File: src/core/adctc_pkg.sv
// Purpose: Constants for the converter control block.
// Assumes: Classic Wishbone, 32-bit data, byte addresses, one clock.
// Notes: Each register except status sits in the low byte of an aligned word.
// Function
// - Trigger source: timer, event link, interval timer
// - Plus reference: supply, pin, internal; 11 barred
// - Bit 5 selects ground or minus pin
// - Range check clear: irq inside limits inclusive
// - Range check set: irq strictly outside limits
// - Bit 2 enables snooze conversion function
// - Bit 0: 10-bit when clear, 8-bit set
// - Separate 8-bit upper and lower limit registers
// - Channel select: inputs, amplifier, sensor, reference
// - Conversion-end flag pending; software may clear
// - Mask bit 1 blocks, 0 allows servicing
// - Trigger mode: software, hardware no-wait, wait
// - Mode bit: repeat when clear, single when set
package adctc_pkg;
  // ----------------------------------------------------------------
  // Register byte offsets
  // ----------------------------------------------------------------
  localparam logic [5:0] OFS_TRIG = 6'h00; // Trigger config
  localparam logic [5:0] OFS_REF = 6'h04; // Reference and range config
  localparam logic [5:0] OFS_UPPER = 6'h08; // Upper limit
  localparam logic [5:0] OFS_LOWER = 6'h0c; // Lower limit
  localparam logic [5:0] OFS_CHAN = 6'h10; // Channel select
  localparam logic [5:0] OFS_FLAG = 6'h14; // Interrupt flag
  localparam logic [5:0] OFS_MASK = 6'h18; // Interrupt mask
  localparam logic [5:0] OFS_CTRL = 6'h1c; // Enable and start
  localparam logic [5:0] OFS_STAT = 6'h20; // Result and busy
  // ----------------------------------------------------------------
  // Reset values
  // ----------------------------------------------------------------
  localparam logic [7:0] RST_TRIG = 8'h00;
  localparam logic [7:0] RST_REF = 8'h00;
  localparam logic [7:0] RST_UPPER = 8'hff;
  localparam logic [7:0] RST_LOWER = 8'h00;
  localparam logic [7:0] RST_CHAN = 8'h00;
  localparam logic [7:0] RST_MASK = 8'h01;
  // ----------------------------------------------------------------
  // Field positions
  // ----------------------------------------------------------------
  localparam int B_TMD_HI = 7; // Trigger mode high
  localparam int B_TMD_LO = 6; // Trigger mode low
  localparam int B_SCM = 5; // Conversion mode
  localparam int B_TRS_HI = 1; // Hardware source high
  localparam int B_TRS_LO = 0; // Hardware source low
  localparam int B_REFP_HI = 7; // Plus reference high
  localparam int B_REFP_LO = 6; // Plus reference low
  localparam int B_REFM = 5; // Minus reference
  localparam int B_RCK = 3; // Range check select
  localparam int B_SNZ = 2; // Snooze enable
  localparam int B_TYP = 0; // Resolution select
  localparam int B_ISS = 7; // Internal source select
  localparam int B_FLAG = 0; // Conversion-end flag and mask
  localparam int B_EN = 0; // Control: converter enable
  localparam int B_START = 1; // Control: software start
  localparam int B_BUSY = 16; // Status: busy
  localparam logic [7:0] TRIG_WMASK = 8'he3; // Writable trigger bits
  localparam logic [7:0] REF_WMASK = 8'hed; // Writable reference bits
  localparam logic [7:0] CHAN_WMASK = 8'h9f; // Writable channel bits
  // ----------------------------------------------------------------
  // Codes
  // ----------------------------------------------------------------
  localparam logic [1:0] TMD_SW = 2'h0; // Software trigger
  localparam logic [1:0] TMD_NOWAIT = 2'h2; // Hardware, no wait
  localparam logic [1:0] TMD_WAIT = 2'h3; // Hardware, wait
  localparam logic [1:0] TMD_BAD = 2'h1; // Prohibited mode
  localparam logic [1:0] TRS_TIMER = 2'h0;
  localparam logic [1:0] TRS_EVENT = 2'h1;
  localparam logic [1:0] TRS_BAD = 2'h2;
  localparam logic [1:0] TRS_INTERVAL = 2'h3;
  localparam logic [1:0] REFP_BAD = 2'h3;
  localparam logic [4:0] CH_LOW_MAX = 5'h03; // Inputs 0..3
  localparam logic [4:0] CH_HIGH_MIN = 5'h10; // Inputs 16..22
  localparam logic [4:0] CH_AMP = 5'h17; // Amplifier output
  localparam logic [4:0] CH_TEMP = 5'h00; // Temperature sensor
  localparam logic [4:0] CH_IREF = 5'h01; // Internal reference
  // Conversion sequencer states
  typedef enum logic [0:0] {
    ST_IDLE = 1'b0,
    ST_BUSY = 1'b1
  } adctc_state_t;
endpackage

File: src/core/adctc_ctrl.sv
// Purpose: Trigger, reference, range and channel control of a converter.
// Assumes: Trigger sources and converter core share clk; done is a pulse.
// Notes: Window compare uses result bits 9:2 against the 8-bit limits.
//
// The placing of the registers and the Wishbone interface to the registers were left to the implementer.
module adctc_ctrl
  import adctc_pkg::*;
(
  input wire logic clk,
  input wire logic rst_b,
  input wire logic wb_cyc_i,
  input wire logic wb_stb_i,
  input wire logic wb_we_i,
  input wire logic [5:0] wb_adr_i,
  input wire logic [3:0] wb_sel_i,
  input wire logic [31:0] wb_dat_i,
  output logic [31:0] wb_dat_o,
  output logic wb_ack_o,
  input wire logic timer_ch1_irq,
  input wire logic event_link_unit,
  input wire logic interval_timer_irq,
  input wire logic conv_done,
  input wire logic [9:0] conversion_result,
  output logic conv_start,
  output logic one_shot,
  output logic [1:0] plus_ref_select,
  output logic minus_ref_select,
  output logic snooze_enable,
  output logic resolution_select,
  output logic [5:0] channel_code,
  output logic conversion_end_irq
);
  // ----------------------------------------------------------------
  // Declarations
  // ----------------------------------------------------------------
  logic [7:0] trig_cfg, next_trig_cfg; // Trigger config
  logic [7:0] ref_cfg, next_ref_cfg; // Reference and range config
  logic [7:0] upper, next_upper; // Upper limit
  logic [7:0] lower, next_lower; // Lower limit
  logic [7:0] chan, next_chan; // Channel select
  logic flag, next_flag; // Conversion-end flag
  logic mask, next_mask; // Conversion-end mask
  logic enable, next_enable; // Converter enable
  logic sw_start, next_sw_start; // Software start pulse
  logic [9:0] result, next_result; // Last result
  adctc_state_t state, next_state; // Sequencer state
  logic start, next_start; // Start pulse to core
  logic irq, next_irq; // Interrupt line
  logic ack, next_ack; // Bus acknowledge
  logic [31:0] rdat, next_rdat; // Read data
  logic wr_hit, rd_hit; // Bus write and read at ack edge
  logic hw_trig; // Selected hardware trigger
  logic launch; // Start a conversion now
  logic [7:0] cmp_val; // Result scaled to limit width
  logic in_window; // Result within limits
  logic range_hit; // Compare passes for interrupt
  logic chan_ok; // Written channel code is legal
  logic [1:0] tmd, trs; // Trigger mode and source

  // ----------------------------------------------------------------
  // Bus handshake and access decode
  // ----------------------------------------------------------------
  // Access takes effect at the edge where ack is seen high
  assign wr_hit = wb_cyc_i & wb_stb_i & ack & wb_we_i & wb_sel_i[0];
  assign rd_hit = wb_cyc_i & wb_stb_i & ack & ~wb_we_i;
  assign tmd = {trig_cfg[B_TMD_HI], trig_cfg[B_TMD_LO]};
  assign trs = {trig_cfg[B_TRS_HI], trig_cfg[B_TRS_LO]};
  // Ack one cycle after request, read data captured with it
  always_comb begin
    next_ack = wb_cyc_i & wb_stb_i & ~ack;
    next_rdat = rdat;
    if (wb_cyc_i & wb_stb_i & ~ack) begin
      next_rdat = 32'h0000_0000;
      case (wb_adr_i)
        OFS_TRIG: next_rdat[7:0] = trig_cfg;
        OFS_REF: next_rdat[7:0] = ref_cfg;
        OFS_UPPER: next_rdat[7:0] = upper;
        OFS_LOWER: next_rdat[7:0] = lower;
        OFS_CHAN: next_rdat[7:0] = chan;
        OFS_FLAG: next_rdat[B_FLAG] = flag;
        OFS_MASK: next_rdat[B_FLAG] = mask;
        OFS_CTRL: next_rdat[B_EN] = enable;
        OFS_STAT: begin
          next_rdat[9:0] = result;
          next_rdat[B_BUSY] = (state == ST_BUSY);
        end
        // Unmapped: reads zero, writes ignored
        default: next_rdat = 32'h0000_0000;
      endcase
    end
  end

  // ----------------------------------------------------------------
  // Configuration registers
  // ----------------------------------------------------------------
  // Channel code legality for the written value
  always_comb begin
    if (wb_dat_i[B_ISS]) begin
      chan_ok = (wb_dat_i[4:0] == CH_TEMP) ||
                (wb_dat_i[4:0] == CH_IREF);
    end else begin
      chan_ok = (wb_dat_i[4:0] <= CH_LOW_MAX) ||
                ((wb_dat_i[4:0] >= CH_HIGH_MIN) &&
                 (wb_dat_i[4:0] <= CH_AMP));
    end
  end
  // Register writes; prohibited codes leave the register unchanged
  always_comb begin
    next_trig_cfg = trig_cfg;
    next_ref_cfg = ref_cfg;
    next_upper = upper;
    next_lower = lower;
    next_chan = chan;
    next_mask = mask;
    next_enable = enable;
    next_sw_start = 1'b0;
    if (wr_hit) begin
      case (wb_adr_i)
        OFS_TRIG: begin
          if (({wb_dat_i[B_TRS_HI], wb_dat_i[B_TRS_LO]} != TRS_BAD) &&
              ({wb_dat_i[B_TMD_HI], wb_dat_i[B_TMD_LO]} != TMD_BAD)) begin
            next_trig_cfg = wb_dat_i[7:0] & TRIG_WMASK;
          end
        end
        OFS_REF: begin
          if (wb_dat_i[7:6] != REFP_BAD) begin
            next_ref_cfg = wb_dat_i[7:0] & REF_WMASK;
          end
        end
        OFS_UPPER: next_upper = wb_dat_i[7:0];
        OFS_LOWER: next_lower = wb_dat_i[7:0];
        OFS_CHAN: begin
          if (chan_ok) begin
            next_chan = wb_dat_i[7:0] & CHAN_WMASK;
          end
        end
        OFS_MASK: next_mask = wb_dat_i[B_FLAG];
        OFS_CTRL: begin
          next_enable = wb_dat_i[B_EN];
          next_sw_start = wb_dat_i[B_START] & wb_dat_i[B_EN];
        end
        default: next_enable = enable;
      endcase
    end
  end

  // ----------------------------------------------------------------
  // Trigger selection and conversion sequencer
  // ----------------------------------------------------------------
  // Hardware source chosen by the source field
  always_comb begin
    case (trs)
      TRS_TIMER: hw_trig = timer_ch1_irq;
      TRS_EVENT: hw_trig = event_link_unit;
      TRS_INTERVAL: hw_trig = interval_timer_irq;
      default: hw_trig = 1'b0;
    endcase
  end
  // Software mode uses the start bit, hardware modes the source
  assign launch = enable & ((tmd == TMD_SW) ? sw_start :
                  (((tmd == TMD_NOWAIT) || (tmd == TMD_WAIT)) & hw_trig));
  // Idle until launched; repeat or stop at each conversion end
  always_comb begin
    next_state = state;
    next_start = 1'b0;
    next_result = result;
    case (state)
      ST_IDLE: begin
        if (launch) begin
          next_state = ST_BUSY;
          next_start = 1'b1;
        end
      end
      ST_BUSY: begin
        if (conv_done) begin
          next_result = conversion_result;
          if (trig_cfg[B_SCM] || !enable) begin
            next_state = ST_IDLE;
          end else begin
            next_start = 1'b1;
          end
        end else if (!enable) begin
          next_state = ST_IDLE;
        end
      end
      default: next_state = ST_IDLE;
    endcase
  end

  // ----------------------------------------------------------------
  // Window compare and interrupt
  // ----------------------------------------------------------------
  assign cmp_val = conversion_result[9:2];
  assign in_window = (lower <= cmp_val) && (cmp_val <= upper);
  assign range_hit = ref_cfg[B_RCK] ? ~in_window : in_window;
  // Flag set by a passing conversion end; set wins over any clear
  always_comb begin
    next_flag = flag;
    if (rd_hit && (wb_adr_i == OFS_FLAG)) begin
      next_flag = 1'b0;
    end
    if (wr_hit && (wb_adr_i == OFS_FLAG) && !wb_dat_i[B_FLAG]) begin
      next_flag = 1'b0;
    end
    if ((state == ST_BUSY) && conv_done && range_hit) begin
      next_flag = 1'b1;
    end
    next_irq = next_flag & ~next_mask;
  end

  // ----------------------------------------------------------------
  // State registers
  // ----------------------------------------------------------------
  always_ff @(posedge clk or negedge rst_b) begin
    if (!rst_b) begin
      trig_cfg <= RST_TRIG;
      ref_cfg <= RST_REF;
      upper <= RST_UPPER;
      lower <= RST_LOWER;
      chan <= RST_CHAN;
      flag <= 1'b0;
      mask <= RST_MASK[B_FLAG];
      enable <= 1'b0;
      sw_start <= 1'b0;
      result <= 10'h000;
      state <= ST_IDLE;
      start <= 1'b0;
      irq <= 1'b0;
      ack <= 1'b0;
      rdat <= 32'h0000_0000;
    end else begin
      trig_cfg <= next_trig_cfg;
      ref_cfg <= next_ref_cfg;
      upper <= next_upper;
      lower <= next_lower;
      chan <= next_chan;
      flag <= next_flag;
      mask <= next_mask;
      enable <= next_enable;
      sw_start <= next_sw_start;
      result <= next_result;
      state <= next_state;
      start <= next_start;
      irq <= next_irq;
      ack <= next_ack;
      rdat <= next_rdat;
    end
  end

  // ----------------------------------------------------------------
  // Outputs
  // ----------------------------------------------------------------
  assign wb_ack_o = ack;
  assign wb_dat_o = rdat;
  assign conv_start = start;
  assign one_shot = trig_cfg[B_SCM];
  assign plus_ref_select = {ref_cfg[B_REFP_HI], ref_cfg[B_REFP_LO]};
  assign minus_ref_select = ref_cfg[B_REFM];
  assign snooze_enable = ref_cfg[B_SNZ];
  assign resolution_select = ref_cfg[B_TYP];
  assign channel_code = {chan[B_ISS], chan[4:0]};
  assign conversion_end_irq = irq;

  // ----------------------------------------------------------------
  // Assertions
  // ----------------------------------------------------------------
  property p_inside_sets;
    @(posedge clk) disable iff (!rst_b)
    (state == ST_BUSY && conv_done && !ref_cfg[B_RCK] &&
     lower <= conversion_result[9:2] && conversion_result[9:2] <= upper)
    |=> flag;
  endproperty
  a_inside_sets: assert property (p_inside_sets)
    else $error("inside result did not set flag");
  property p_outside_sets;
    @(posedge clk) disable iff (!rst_b)
    (state == ST_BUSY && conv_done && ref_cfg[B_RCK] &&
     (conversion_result[9:2] < lower || upper < conversion_result[9:2]))
    |=> flag;
  endproperty
  a_outside_sets: assert property (p_outside_sets)
    else $error("outside result did not set flag");
  property p_no_false_flag;
    @(posedge clk) disable iff (!rst_b)
    (!flag && !(state == ST_BUSY && conv_done && range_hit)) |=> !flag;
  endproperty
  a_no_false_flag: assert property (p_no_false_flag)
    else $error("flag rose without passing conversion end");
  property p_irq_mask;
    @(posedge clk) disable iff (!rst_b)
    ##1 (conversion_end_irq == (flag & ~mask));
  endproperty
  a_irq_mask: assert property (p_irq_mask)
    else $error("interrupt disagrees with flag and mask");
  property p_hw_launch;
    @(posedge clk) disable iff (!rst_b)
    (state == ST_IDLE && enable && tmd == TMD_NOWAIT &&
     trs == TRS_INTERVAL && interval_timer_irq) |=> conv_start;
  endproperty
  a_hw_launch: assert property (p_hw_launch)
    else $error("interval trigger did not start conversion");
  property p_sw_no_hw;
    @(posedge clk) disable iff (!rst_b)
    (state == ST_IDLE && tmd == TMD_SW && !sw_start) |=> !conv_start;
  endproperty
  a_sw_no_hw: assert property (p_sw_no_hw)
    else $error("start without software trigger");
  property p_one_shot_stops;
    @(posedge clk) disable iff (!rst_b)
    (state == ST_BUSY && conv_done && trig_cfg[B_SCM])
    |=> (state == ST_IDLE) && !conv_start;
  endproperty
  a_one_shot_stops: assert property (p_one_shot_stops)
    else $error("single mode did not stop");
  property p_repeat;
    @(posedge clk) disable iff (!rst_b)
    (state == ST_BUSY && conv_done && !trig_cfg[B_SCM] && enable)
    |=> conv_start ##1 !conv_start;
  endproperty
  a_repeat: assert property (p_repeat)
    else $error("sequential mode did not restart");
  property p_legal_codes;
    @(posedge clk) disable iff (!rst_b)
    (trs != TRS_BAD) && (plus_ref_select != REFP_BAD);
  endproperty
  a_legal_codes: assert property (p_legal_codes)
    else $error("prohibited code held");
  property p_ack_pulse;
    @(posedge clk) disable iff (!rst_b)
    wb_ack_o |=> !wb_ack_o;
  endproperty
  a_ack_pulse: assert property (p_ack_pulse)
    else $error("ack held two cycles");
  c_outside: cover property (@(posedge clk) disable iff (!rst_b)
    ref_cfg[B_RCK] && conv_done && range_hit);
  c_irq: cover property (@(posedge clk) disable iff (!rst_b)
    conversion_end_irq);
  c_repeat: cover property (@(posedge clk) disable iff (!rst_b)
    state == ST_BUSY && conv_done && conv_start);
endmodule

File: config.mk
export PLATFORM = sky130hd
export DESIGN_NAME = adctc_ctrl
export DESIGN_NICKNAME = d
export VERILOG_FILES = /design/src/core/adctc_pkg.sv /design/src/core/adctc_ctrl.sv
export SDC_FILE = /design/constraint.sdc
export NUM_CORES = 1
export LEC_CHECK = 0
export ABC_CLOCK_PERIOD_IN_PS = 1650
export BUFFER_PORTS_ARGS = -buffer_cell sky130_fd_sc_hd__buf_2
export CAP_MARGIN = 20
export CORE_MARGIN = 2
export CORE_UTILIZATION = 30
export CTS_CLUSTER_DIAMETER = 100
export CTS_CLUSTER_SIZE = 28
export DETAILED_ROUTE_END_ITERATION = 6
export PLACE_DENSITY_LB_ADDON = 0.08
export SYNTH_ARGS = -nofsm -noshare
export SYNTH_HDL_FRONTEND = slang
export SYNTH_SLANG_ARGS = --single-unit
File: constraint.sdc
create_clock -name clk -period 1.65 [get_ports clk]
set_input_delay 0.165 -clock clk [delete_from_list [all_inputs] [get_ports clk]]
set_output_delay 0.165 -clock clk [all_outputs]
set_load 0.05 [all_outputs]
==> flow_summary.toml <==
[worst_setup_path]
cp-end-kind = "flip-flop"
crit_arrival_ps = 1990
worst-setup-path-type = "flip-flop to flip-flop"
worstReg2RegStart = "upper[1]$_DFFE_PN1P_"
cp.required_ps = 1880
cp_max_fo = 2
startpoint = "upper[1]$_DFFE_PN1P_"
reg2reg_slack_ps = -110
crit_path_end = "conversion_end_irq$_DFF_PN0_"
worst_r2r_path_depth = 9
cp-start-kind = "flip-flop"
r2r_end = "conversion_end_irq$_DFF_PN0_"

[clock_network]
cts_inserted_buffers = 9
clk_latency_ps = 350
clock-root-buffer = "clkbuf_8"
cts_buffer_depth = 2
cts_tree = "done"
cts_sinks = 62
htree_num_levels = 3
cts.clk_slew.worst_paths_ps = 70

[timing]
setup_violations = 6
rsz0062_at_grt = "true"
fin_crit_ps = 1760
skew_ps = 8.61
max_clock_freq_mhz = 568
fin_crit_sh_pct = 107
tns_ps = -551
timing.final.max_slew_violations = 0
fin_ws_ps = -112
hold_viol = 0

[synth]
syn_area_per_cell_um2 = 10.2
syn_inst = 328
synth.area.top_cells = "dfrtp_1, mux2_2, dfstp_2"
ys_types = 45
ys_ff_latch = 62
synthArstFlopShare_pct = 100
synth_edf_count = 0
yosysSeqAreaShare_pct = 46.7
syn-cell-area_mm2 = 0.00335
synth_top_area_cell = "dfrtp_1"
synthFlopType = "dfrtp_1"
yosysWarningCount = 0
yosys.area.top_type_share_pct = 39.6

[floorplan]
dieArea_mm2 = 0.0120
ios = 108
start_util_pct = 30.9
row_count = 38
die_x_um = 110
core_mm2 = 0.0108
die_h_um = 110

[global_routing]
grt_pass1_wl_mm = 15.4
grt_max_degree = 63
grt_overflow = 0
antenna_found_initial = 0
grt_pass1_vias = 2707
grtUsageTotal_pct = 18.0

[cells_and_area]
n_antenna_cell = 0
fin_util_pct = 41.1
final_common_cell = "buf_2"
drive_above_1_share_pct = 42.0
areaGrowthSynthToFinish_pct = 33.1
fin_area_mm2 = 0.00445
most-common-layout-cells = "buf_2, dfrtp_1, buf_4"
nets = 520

[detailed_routing]
finalWirelength_mm = 10.1
vias = 2755
drt.antenna.violating_nets = 0
drcViolationCount = 0
avgRoutedWirePerCell_um = 17.1
drt-initial-drc-count = 113
firstDrtPassIters = 5
avgViaCountPerCell = 4.69

[power]
p_per_area_mw_per_mm2 = 743
peakVddDrop_mv = 0.274
cellLeakagePower_nw = 2.35

[run]
cap_viol_max_count = 0

[place]
portBuffers = 59
place_area_mm2 = 0.00411
gp_congestion = 0.816
hpwl_mm = 7.76

[outcome]
status = "finished, violations left"
failed_checks = "negative setup slack"

[worst_hold_path]
min_from = "conversion_result[0]"
hold_class = "primary input to flip-flop"
hold_depth = 2
-- cells in the mapped netlist (3+ instances only) --
cell type / instances
mux2_4: 4
nor2_1: 20
a222oi_1: 4
nand3_1: 8
a22oi_1: 10
nand2_1: 40
buf_4: 23
nand4_1: 4
nor2b_1: 3
nand3b_1: 3
dfrtp_1: 53
inv_1: 21
mux2_2: 22
clkbuf_1: 5
a22o_1: 8
buf_2: 3
dfstp_2: 9
o21ai_0: 27
ha_1: 16
a21oi_1: 13
-- routing by layer --
layer / share of wire [%] / wire (um) / GRT usage [%] / vias up
li1: - / - / - / 1356
met1: 47 / 4770 / 24.7 / 1307
met2: 47 / 4690 / 28.0 / 81
met3: 4.2 / 426 / 2.96 / 11
met4: 1.8 / 186 / 7.69 / 0
met5: 0 / 0 / 0 / -
-- how the worst min path moves through the flow --
stage | to | slack [ps]
5_1_grt | result[1]$_DFFE_PN0P_ | 30
6_report | result[0]$_DFFE_PN0P_ | 50
3_5_place_dp | result[0]$_DFFE_PN0P_ | 210
2_1_floorplan | chan[0]$_DFFE_PN0P_ | -130
3_3_place_gp | trig_cfg[1]$_DFFE_PN0P_ | 210
4_1_cts | result[1]$_DFFE_PN0P_ | 30
-- layout make-up --
cell class	instances	area, um^2
Multi-Input combinational cell	234	1690
Fill cell	1116	6390
Timing Repair Buffer	115	746
Tap cell	140	175
Clock buffer	12	155
Inverter	21	78.8
Sequential cell	62	1560
Clock inverter	4	45.0
-- critical path, stage by stage, from the launching register on --
cell and delay (ps):
dfstp_2 540, inv_2 50, ha_4 210, nor2b_4 120, o211ai_1 150, a21oi_1 100, o22ai_2 150, a21oi_2 70
a31oi_1 180, a21oi_1 90
-- registers in the layout, indices dropped and copies added (netlist names), 5 cells and up --
name / flops
wb_dat_o: 11
result: 10
lower: 8
upper: 8
chan: 6
ref_cfg: 6
trig_cfg: 5
-- per-stage QoR --
stage	power, W	worst slack [ps]	std cells	hold slack [ps]
after detailed placement	0.00194	-177	569	213
final	0.00331	-112	588	46.6
after global placement	0.00194	-202	569	206
after floorplan	0.00180	-218	348	-131
after CTS	0.00335	-126	587	31.8
after global routing	0.00347	-223	588	34.9
-- repair_timing --
action / in CTS / in global routing
setup endpoints to repair: 22 / 17
hold endpoints to repair: 53 / 0
hold buffers: 1 / 0
pin swaps: 10 / 8
buffers inserted: 1 / 1
gates resized for setup: 8 / 16
-- power by group --
group / internal [W] / total (W) / switching, W / leakage, nW
clock: 0.000773 / 0.00139 / 0.000613 / 0.106
sequential: 0.00153 / 0.00154 / 0.00000540 / 0.827
combinational: 0.000115 / 0.000386 / 0.000272 / 1.41
-- kinds of logic after synthesis --
logic type      synth area share, %
compound gates                 14.1
fa+ha+maj                      6.28
buf+inv                        8.53
flops                          46.7
mux                            9.80
other cells                   0.112
simple gates                   14.5
No activity file was read; power rests on OpenSTA's default activity.
